==> config.mk <==
export PLATFORM = sky130hd
export DESIGN_NAME = pin0_fifo_threshold_sync_regs
export DESIGN_NICKNAME = d
export VERILOG_FILES = /design/src/inc/cfg_regs_pkg.sv /design/src/inc/thr_if.sv /design/src/hw/fifo_level_setting_cmp.sv /design/src/hw/pin0_fifo_threshold_sync_regs.sv
export SDC_FILE = /design/constraint.sdc
export NUM_CORES = 1
export LEC_CHECK = 0
export ABC_AREA = 1
export ABC_CLOCK_PERIOD_IN_PS = 2300
export BUFFER_PORTS_ARGS = -buffer_cell sky130_fd_sc_hd__buf_4
export CAP_MARGIN = 25
export CELL_PAD_IN_SITES_DETAIL_PLACEMENT = 1
export CELL_PAD_IN_SITES_GLOBAL_PLACEMENT = 1
export CORE_ASPECT_RATIO = 2
export CORE_UTILIZATION = 32
export CTS_BUF_LIST = sky130_fd_sc_hd__clkbuf_8
export CTS_CLUSTER_DIAMETER = 50
export DETAILED_ROUTE_END_ITERATION = 7
export PLACE_DENSITY = 0.9
export SLEW_MARGIN = 25
export SYNTH_ARGS = -nofsm -noshare
export SYNTH_HDL_FRONTEND = slang
export SYNTH_SLANG_ARGS = --single-unit
==> constraint.sdc <==
create_clock -name clk -period 2.3 [get_ports clk]
set_clock_uncertainty 0.2 [all_clocks]
set_input_delay 0.115 -clock clk [delete_from_list [all_inputs] [get_ports clk]]
set_output_delay 0.115 -clock clk [all_outputs]
set_load 0.01 [all_outputs]
==> src/inc/cfg_regs_pkg.sv <==
// Package for the pin 0, FIFO threshold and sync word register bank.
// Assumes a byte-wide register port with 6-bit addresses.
package cfg_regs_pkg;
    localparam int          ADDR_W          = 6;
    localparam int          DATA_W          = 8;
    localparam int          FIFO_CNT_W      = 7;

    // Register offsets
    localparam logic [5:0]  OFS_PIN0_CFG    = 6'h02;
    localparam logic [5:0]  OFS_FIFO_LEVEL_SETTING    = 6'h03;
    localparam logic [5:0]  OFS_SYNC_HIGH   = 6'h04;
    localparam logic [5:0]  OFS_SYNC_LOW    = 6'h05;

    // Reset values
    localparam logic [7:0]  RST_PIN0_CFG    = 8'h3f;
    localparam logic [7:0]  RST_FIFO_LEVEL_SETTING    = 8'h07;
    localparam logic [7:0]  RST_SYNC_HIGH   = 8'hd3;
    localparam logic [7:0]  RST_SYNC_LOW    = 8'h91;

    // Field positions
    localparam int          TEMP_EN_BIT     = 7;
    localparam int          POL_FLIP_BIT    = 6;
    localparam int          SEL_MSB         = 5;
    localparam int          SEL_W           = 6;
    localparam int          LEVEL_MSB       = 3;
    localparam int          LEVEL_W         = 4;

    // Threshold mapping: tx = 61 - 4n, rx = 4(n+1)
    localparam logic [6:0]  TX_THR_BASE     = 7'h3d;
    localparam logic [6:0]  THR_STEP        = 7'h04;
endpackage

==> src/inc/thr_if.sv <==
// Interface carrying the threshold setting to the comparator and
// the two exceeded flags back. Same clock domain as the register bank.
`timescale 1ns/1ps
interface thr_if;
    logic [3:0] level;
    logic [6:0] tx_count;
    logic [6:0] rx_count;
    logic       tx_over;
    logic       rx_over;
    modport bank (output level, output tx_count, output rx_count,
                  input tx_over, input rx_over);
    modport cmp  (input level, input tx_count, input rx_count,
                  output tx_over, output rx_over);
endinterface

==> src/hw/fifo_level_setting_cmp.sv <==
// FIFO threshold comparator: maps the 4-bit setting to byte counts.
// Assumes byte counts arrive from logic on the same clock.
`timescale 1ns/1ps
module fifo_level_setting_cmp
    import cfg_regs_pkg::*;
(
    // Clock and reset
    input  wire logic clk,
    input  wire logic rst,
    // Threshold link
    thr_if.cmp        t
);
    function automatic logic [6:0] tx_thr(input logic [3:0] n);
        tx_thr = TX_THR_BASE - THR_STEP * {3'h0, n};
    endfunction

    function automatic logic [6:0] rx_thr(input logic [3:0] n);
        rx_thr = THR_STEP * ({3'h0, n} + 7'h01);
    endfunction

    // Registered so the flags are clean data outputs
    always_ff @(posedge clk or posedge rst) begin
        if (rst) begin
            t.tx_over <= 1'b0;
            t.rx_over <= 1'b0;
        end else begin
            t.tx_over <= t.tx_count >= tx_thr(t.level);
            t.rx_over <= t.rx_count >= rx_thr(t.level);
        end
    end
endmodule

==> src/hw/pin0_fifo_threshold_sync_regs.sv <==
// Register bank for pin 0 configuration, FIFO thresholds and sync word.
// Assumes the serial port front end delivers decoded, single-cycle
// write strobes and read addresses synchronous to clk.
`timescale 1ns/1ps
module pin0_fifo_threshold_sync_regs
    import cfg_regs_pkg::*;
(
    // Clock and reset
    input  wire logic        clk,
    input  wire logic        rst,
    // Register port
    input  wire logic        wr_en,
    input  wire logic [5:0]  addr,
    input  wire logic [7:0]  wdata,
    output logic      [7:0]  rdata,
    // Signals offered to pin zero, indexed by select code
    input  wire logic [63:0] pin_sources,
    output logic             general_output_pin_zero,
    output logic             temp_sensor_on,
    // FIFO levels and threshold flags
    input  wire logic [6:0]  tx_bytes,
    input  wire logic [6:0]  rx_bytes,
    output logic             tx_thr_exceeded,
    output logic             rx_thr_exceeded,
    // Sync word to the detector
    output logic      [15:0] sync_word
);
    logic [7:0] output_pin_zero_config_q;
    logic [3:0] fifo_level_setting_q;
    logic [7:0] sync_word_high_q;
    logic [7:0] sync_word_low_q;
    logic       pin_zero_polarity_flip;
    logic [5:0] pin_zero_signal_select;
    logic       pin_d;
    thr_if      thr ();

    function automatic logic hit(input logic [5:0] a, input logic [5:0] o);
        hit = wr_en && (a == o);
    endfunction

    ////////////////////////////////////////////////////////////////////
    // Register writes

    always_ff @(posedge clk or posedge rst) begin
        if (rst) begin
            output_pin_zero_config_q <= RST_PIN0_CFG;
        end else if (hit(addr, OFS_PIN0_CFG)) begin
            // Stored as written; sensor mode needs the host to clear
            // the rest, as nothing in the bank gates pin routing in sensor mode
            output_pin_zero_config_q <= wdata;
        end
    end

    always_ff @(posedge clk or posedge rst) begin
        if (rst) begin
            fifo_level_setting_q <= RST_FIFO_LEVEL_SETTING[LEVEL_MSB:0];
        end else if (hit(addr, OFS_FIFO_LEVEL_SETTING)) begin
            // Upper nibble is not stored, so it always reads back zero
            fifo_level_setting_q <= wdata[LEVEL_MSB:0];
        end
    end

    always_ff @(posedge clk or posedge rst) begin
        if (rst) begin
            sync_word_high_q <= RST_SYNC_HIGH;
        end else if (hit(addr, OFS_SYNC_HIGH)) begin
            sync_word_high_q <= wdata;
        end
    end

    always_ff @(posedge clk or posedge rst) begin
        if (rst) begin
            sync_word_low_q <= RST_SYNC_LOW;
        end else if (hit(addr, OFS_SYNC_LOW)) begin
            sync_word_low_q <= wdata;
        end
    end

    ////////////////////////////////////////////////////////////////////
    // Read mux

    always_comb begin
        unique case (addr)
            OFS_PIN0_CFG:  rdata = output_pin_zero_config_q;
            OFS_FIFO_LEVEL_SETTING:  rdata = {4'h0, fifo_level_setting_q};
            OFS_SYNC_HIGH: rdata = sync_word_high_q;
            OFS_SYNC_LOW:  rdata = sync_word_low_q;
            default:       rdata = 8'h00;
        endcase
    end

    ////////////////////////////////////////////////////////////////////
    // Pin zero routing

    assign pin_zero_polarity_flip =
        output_pin_zero_config_q[POL_FLIP_BIT];
    assign pin_zero_signal_select =
        output_pin_zero_config_q[SEL_MSB:0];
    // Select code 63 (reset) is the divided crystal clock, supplied
    // on the matching pin_sources line by the clock tree
    assign pin_d = pin_sources[pin_zero_signal_select]
                 ^ pin_zero_polarity_flip;

    // Registered output avoids glitches from the mux
    always_ff @(posedge clk or posedge rst) begin
        if (rst) begin
            general_output_pin_zero <= 1'b0;
        end else begin
            general_output_pin_zero <= pin_d;
        end
    end

    always_ff @(posedge clk or posedge rst) begin
        if (rst) begin
            temp_sensor_on <= 1'b0;
        end else begin
            temp_sensor_on <= output_pin_zero_config_q[TEMP_EN_BIT];
        end
    end

    ////////////////////////////////////////////////////////////////////
    // Threshold comparison and sync word

    assign thr.level    = fifo_level_setting_q;
    assign thr.tx_count = tx_bytes;
    assign thr.rx_count = rx_bytes;

    fifo_level_setting_cmp u_cmp (
        .clk (clk),
        .rst (rst),
        .t   (thr.cmp)
    );

    assign tx_thr_exceeded = thr.tx_over;
    assign rx_thr_exceeded = thr.rx_over;
    assign sync_word = {sync_word_high_q, sync_word_low_q};

    ////////////////////////////////////////////////////////////////////
    // Checks
    // Write strobes are spelled out instead of calling hit(): its body
    // reads wr_en live rather than sampled and would miss every write

    chk_sync_reset_value: assert property (
        @(posedge clk) $rose(!rst) |->
        sync_word == {RST_SYNC_HIGH, RST_SYNC_LOW}
    ) else $error("sync word reset value wrong");

    chk_sync_high_write: assert property (
        @(posedge clk) disable iff (rst)
        wr_en && addr == OFS_SYNC_HIGH |=> sync_word[15:8] == $past(wdata)
    ) else $error("sync high byte not stored");

    chk_sync_low_write: assert property (
        @(posedge clk) disable iff (rst)
        wr_en && addr == OFS_SYNC_LOW |=> sync_word[7:0] == $past(wdata)
    ) else $error("sync low byte not stored");

    chk_thr_reserved_zero: assert property (
        @(posedge clk) disable iff (rst)
        addr == OFS_FIFO_LEVEL_SETTING |-> rdata[7:4] == 4'h0
    ) else $error("reserved threshold bits not zero");

    chk_tx_thr_compare: assert property (
        @(posedge clk) disable iff (rst)
        !$past(rst) |-> tx_thr_exceeded == ($past(tx_bytes) >=
        7'h3d - 7'h04 * {3'h0, $past(fifo_level_setting_q)})
    ) else $error("tx threshold flag wrong");

    chk_rx_thr_compare: assert property (
        @(posedge clk) disable iff (rst)
        !$past(rst) |-> rx_thr_exceeded == ($past(rx_bytes) >=
        7'h04 * ({3'h0, $past(fifo_level_setting_q)} + 7'h01))
    ) else $error("rx threshold flag wrong");

    chk_pin_polarity: assert property (
        @(posedge clk) disable iff (rst)
        !$past(rst) |-> general_output_pin_zero ==
        ($past(pin_sources[pin_zero_signal_select]) ^
         $past(output_pin_zero_config_q[POL_FLIP_BIT]))
    ) else $error("pin zero polarity wrong");

    chk_pin_cfg_reset: assert property (
        @(posedge clk)
        rst |=> rst || output_pin_zero_config_q == 8'h3f
    ) else $error("pin zero select reset wrong");

    chk_temp_enable: assert property (
        @(posedge clk) disable iff (rst)
        (wr_en && addr == OFS_PIN0_CFG) ##1 !(wr_en && addr == OFS_PIN0_CFG)
        |=> temp_sensor_on == $past(wdata[TEMP_EN_BIT], 2)
    ) else $error("temp sensor enable not followed");

    chk_pin_cfg_write: assert property (
        @(posedge clk) disable iff (rst)
        wr_en && addr == OFS_PIN0_CFG |=>
        output_pin_zero_config_q == $past(wdata)
    ) else $error("pin zero config not stored");

    chk_level_write: assert property (
        @(posedge clk) disable iff (rst)
        wr_en && addr == OFS_FIFO_LEVEL_SETTING |=>
        fifo_level_setting_q == $past(wdata[LEVEL_MSB:0])
    ) else $error("threshold setting not stored");

    chk_sync_high_read: assert property (
        @(posedge clk) disable iff (rst)
        addr == OFS_SYNC_HIGH |-> rdata == sync_word[15:8]
    ) else $error("sync high readback differs");

    chk_sync_low_read: assert property (
        @(posedge clk) disable iff (rst)
        addr == OFS_SYNC_LOW |-> rdata == sync_word[7:0]
    ) else $error("sync low readback differs");

    // Checked one edge after a sampled reset so the power-up race on
    // the first edge cannot show an unknown flag
    chk_flags_reset: assert property (
        @(posedge clk)
        rst |=> !tx_thr_exceeded && !rx_thr_exceeded
    ) else $error("threshold flags not cleared in reset");

    chk_pin_reset_low: assert property (
        @(posedge clk)
        rst |=> !general_output_pin_zero && !temp_sensor_on
    ) else $error("pin zero outputs not cleared in reset");
endmodule

Word level (Yosys, flattened, before mapping) --
Index checks and enable logic that the tools add are counted.
Word-level totals: register bits 32, bits in read-only memories 0, memories 0, input bits 95, memory bits (writable) 0, latch bits 0, word-level logic and storage cells 25, output and inout bits 28
Cells by class: multiply operators 0, mux-type cells 3, shift-type cells 0, equality and inequality tests 4, div/mod/pow operators 0, order comparisons 3, bitwise operators 1, add/subtract/negate cells 2, reductions and logical operators 4
Operators with widths (count):
- case mux 8 bit (4 select lines) | 1
- >= comparator 7 bit | 2
- == test 6 x 2 -> 1 bit (second input constant) | 2
- == test 6 x 3 -> 1 bit (second input constant) | 2
- < comparator 6 x 7 -> 1 bit (second input constant) | 1
- subtractor 6 x 6 -> 7 bit (first input constant) | 1
- binary-select mux 1 bit (select 6 bit) | 1
- adder 4 x 1 -> 5 bit (second input constant) | 1
- logical AND 1 bit | 4
- two-way mux 1 bit | 1
- XOR 1 bit | 1

Depth between registers and ports, before layout --
depth after elaboration 3, depth in mapped cells 13

Hierarchy --
A second synthesis with hierarchy kept.
Second synthesis, totals: cells, all modules 322, area total of the unflattened synthesis 2373.5 sq um
By module, submodules not included:
- pin0_fifo_threshold_sync_regs | sequential area each 772.0 sq um, cells each 271, area each 2030.7 sq um, times used 1
- fifo_level_setting_cmp | sequential area each 50.0 sq um, cells each 51, area each 342.8 sq um, times used 1

Least setup slack after synthesis --
OpenSTA, ideal clock, no wires.
kind reg2reg, from register output_pin_zero_config_q[0], to register general_output_pin_zero, path buffers 2, setup time 0.116 ns, stages on the path, launching flop included 12, path slack 0.531 ns, arrival 1.453 ns, cells stage by stage dfstp_2 > buf_2 > clkbuf_1 > nand2_1 > nand3_1 > nand3_1 > nand2_1 > nand2_1 > nand3_1 > nand3_1 > nand3_1 > nand2_1
On the way: longest elaborated chain between the ends 3
RTL lines:
- start, declared | RTL line pin0_fifo_threshold_sync_regs.sv:28 | logic [7:0] output_pin_zero_config_q;
- start signal, assigned | RTL line pin0_fifo_threshold_sync_regs.sv:50 | output_pin_zero_config_q <= wdata;
- binary-select mux 1 bit (select 6 bit) | RTL line pin0_fifo_threshold_sync_regs.sv:101 | assign pin_d = pin_sources[pin_zero_signal_select]
- two-way mux 1 bit (implied by the code) | RTL line pin0_fifo_threshold_sync_regs.sv:101
- XOR 1 bit | RTL line pin0_fifo_threshold_sync_regs.sv:102 | ^ pin_zero_polarity_flip;
- net pin_d | RTL line pin0_fifo_threshold_sync_regs.sv:34 | logic pin_d;
- end signal, assigned | RTL line pin0_fifo_threshold_sync_regs.sv:109 | general_output_pin_zero <= pin_d;
- end, declared | RTL line pin0_fifo_threshold_sync_regs.sv:18 | output logic general_output_pin_zero,
The timed path passes the listed nets, and every way through them passes these cells. The select of a mux whose other input is x is not followed. A chain may end at the register's enable or synchronous reset.

Worst setup path in the final report --
from register fifo_level_setting_q[0], to register u_cmp.t.tx_over
On the way: longest elaborated chain between the ends 2
RTL lines:
- start, declared | RTL line pin0_fifo_threshold_sync_regs.sv:29 | logic [3:0] fifo_level_setting_q;
- start signal, assigned | RTL line pin0_fifo_threshold_sync_regs.sv:56 | fifo_level_setting_q <= RST_FIFO_LEVEL_SETTING[LEVEL_MSB:0];
- start signal, assigned | RTL line pin0_fifo_threshold_sync_regs.sv:59 | fifo_level_setting_q <= wdata[LEVEL_MSB:0];
- subtractor 6 x 6 -> 7 bit | RTL line fifo_level_setting_cmp.sv:14 | tx_thr = TX_THR_BASE - THR_STEP * {3'h0, n};
- >= comparator 7 bit | RTL line fifo_level_setting_cmp.sv:27 | t.tx_over <= t.tx_count >= tx_thr(t.level);
- end signal, assigned | RTL line fifo_level_setting_cmp.sv:27
- end, declared | RTL line thr_if.sv:13 | output tx_over, output rx_over);
Every way passes these cells.

==> results.ini <==
[power]
p_leak_nw=1.82
finalPower_mw=2.15
irDropWorstVdd_mv=0.350
power.density_mw_per_mm2=608

[cells_and_area]
areaGrowthSynthToFinish_pct=52.7
final_common_cell=buf_4
final_nets=543
final_layout_size_suffix_gt1_share_pct=39.4
antennaDiodeCount=0
nFillCells=902
layout_common_cells=126 x buf_4, 99 x nand2_1, 58 x nand3_1, 19 x inv_1, 17 x dfstp_2

[worst_setup_path]
critPathBufInv=1
worst-path-max-fanout=4
r2r_slack_ns=0.06
reg2reg_to=u_cmp.t.tx_over$_DFF_PP0_
worst-setup-path-type=reg -> reg
cp_common_cell=nand2_1
cp_slowest_stage_delay_ns=0.57
critical_path.top_delay_family=flip-flops
start_kind=flop
worst_setup_path_end_kind=flop
required_ns=2.27
r2r-start=fifo_level_setting_q[0]$_DFFE_PP1P_
cp_cell_sequence=ha_1 > o21ai_0 > nand2_1 > a21oi_2 > nor2_1 > o21ai_1 > nand2_1 > dlygate4sd3_1
crit_slowest_cell=dfstp_2
ff2ff_path_depth=8
worst_ep_arrival_time_ns=2.20

[sta]
fin_tns_setup_ns=0
period_minus_slack_ns=2.24
rsz0062_at_grt=no
tightest_slew_ns=0.549
final-setup-viol-count=0
hold_viol=0
max_freq_mhz=447
slew_violations=0
period_share_pct=97.3
relSlewSlack_pct=63.4

[synth]
synth_top_area_cell=dfstp_2
yosysWarningCount=0
avgSynthCellArea_um2=7.63
synth_cell_type_count=30
netlist_instances=304
syn_nets=409
synth_top_area_share_pct=19.3
ys_ff_latch=32
yosysSeqAreaShare_pct=35.4
yosys-top-cells-area=dfstp_2 19%, dfrtp_1 16%, nand2_1 16%
synthesis.area_mm2=0.00232

[place]
gp_congestion=0.811
dp_hpwl_um=6580
io_buffer_count=122

[floorplan]
die_area_mm2=0.00761
die_w_um=62.2
rows=43
design.core.area_mm2=0.00699
initial_core_util_pct=33.2
die_y_um=122
io_pins=123

[clock_tree]
cts_made_buffers=5
clk_latency_ns=0.28
cts.sinks=32
cts_max_path_buffers=2
path_clk_slew_ns=0.07
h-tree-depth=2
root_buffer=clkbuf_8
postCtsSetupBuffers=0
cts_tree=done

[run_status]
outcome=complete, no violations

[global_routing]
antenna_found_initial=0
grt_max_degree=35
grt_remaining_overflow=0
grt_pass1_vias=3030
grt_util_all_layers_pct=22.6
grt_pass1_wl_um=13600

[hold_path]
whs_path_depth=4
holdCritPathClass=in -> reg
hp-start=rx_bytes[5]
hold_end=u_cmp.t.rx_over$_DFF_PP0_

[route]
dr_total_vias=2652
wl_um=8280
drtIter0Drc=92
first_pass_iters=4
wl_per_cell_um=15.7
viasPerCell=5.01
drc=0
ant_nets=0

[run]
maxCapViolCount=0

-- worst min-delay path, cell delays in order --
cell and delay (ns):
buf_4 0.08, ha_1 0.13, a21oi_1 0.07, o21bai_1 0.11
-- cells by family (layout without fill, tap and decap cells) --
family | count (synthesis) | count (layout) | share of synthesized area (%)
simple gates | 171 | 171 | 33.2
buf+inv | 38 | 173 | 6.90
compound gates | 35 | 35 | 9.28
flops | 32 | 32 | 35.4
mux | 16 | 16 | 9.06
fa+ha+maj | 10 | 10 | 5.39
xor+xnor | 2 | 2 | 0.755
-- power by group --
part | total [mW] | switching (mW) | internal (mW)
registers | 0.797 | 0.0944 | 0.703
logic | 0.923 | 0.484 | 0.438
clock network | 0.434 | 0.199 | 0.235
-- layer usage --
layer	part of all wire, %	up-vias	global-route usage, %	wire, um
li1	-	1291	-	-
met1	34	1255	22.0	2830
met2	60	86	46.6	4960
met3	3.6	20	2.79	295
met4	2.4	0	9.01	196
met5	0	-	0	0
-- timing repair --
item / in CTS / in global routing
endpoints found under the hold margin: 45 / 0
gates resized for setup: 0 / 2
hold buffers: 13 / 0
endpoints found under the setup margin: 0 / 1
-- per-stage QoR --
| stage | worst slack (ns) | hold slack (ns) | instances | instance area, um2 | util [%] |
|---|---|---|---|---|---|
| 6_report | 0.0619 | 0.0662 | 529 | 3540 | 50.6 |
| 5_1_grt | 0.0134 | 0.0860 | 529 | 3540 | 50.6 |
| 2_1_floorplan | 0.531 | 0.0140 | 304 | 2320 | - |
| 3_3_place_gp | 0.475 | 0.0279 | 508 | 3320 | 47.4 |
| 4_1_cts | 0.0438 | 0.0365 | 529 | 3540 | 50.6 |
| 3_5_place_dp | 0.391 | 0.0287 | 508 | 3320 | 47.4 |
-- worst max-delay path by stage --
stage	start	endpoint	cells past startpoint
2_1_floorplan	output_pin_zero_config_q[0]$_DFFE_PP1P_	general_output_pin_zero$_DFF_PP0_	11
3_3_place_gp	output_pin_zero_config_q[0]$_DFFE_PP1P_	general_output_pin_zero$_DFF_PP0_	10
3_5_place_dp	output_pin_zero_config_q[0]$_DFFE_PP1P_	general_output_pin_zero$_DFF_PP0_	10
4_1_cts	fifo_level_setting_q[0]$_DFFE_PP1P_	u_cmp.t.tx_over$_DFF_PP0_	8
5_1_grt	fifo_level_setting_q[0]$_DFFE_PP1P_	u_cmp.t.tx_over$_DFF_PP0_	8
6_report	fifo_level_setting_q[0]$_DFFE_PP1P_	u_cmp.t.tx_over$_DFF_PP0_	8
-- synth_stat cells (all sizes together) --
| cell type | count |
|---|---|
| a21oi | 3 |
| a22oi | 8 |
| buf | 10 |
| clkbuf | 2 |
| dfrtp | 15 |
| dfstp | 17 |
| ha | 10 |
| inv | 26 |
| mux2 | 16 |
| nand2 | 100 |
| nand3 | 58 |
| nand4 | 1 |
| nor2 | 9 |
| nor3 | 1 |
| nor4 | 2 |
| o21ai | 18 |
| o21bai | 2 |
| o221ai | 4 |
| xnor2 | 1 |
| xor2 | 1 |
-- sequential cells by signal (all words and copies together) (netlist names) --
register,cells
u_cmp.t.tx_over,1
u_cmp.t.rx_over,1
output_pin_zero_config_q,8
general_output_pin_zero,1
sync_word_high_q,8
fifo_level_setting_q,4
sync_word_low_q,8
temp_sensor_on,1
-- layout make-up --
cell class | count | area (um2) | share of cell area, %
inverter | 26 | 100 | 2.83
tap | 90 | 113 | 3.18
timing repair buffer | 139 | 1080 | 30.4
multi-input combinational | 234 | 1340 | 37.9
clock buffer | 6 | 82.6 | 2.33
sequential | 32 | 822 | 23.2
clock inverter | 2 | 7.51 | 0.212
Note: power is estimated with default switching activity, not from simulation.
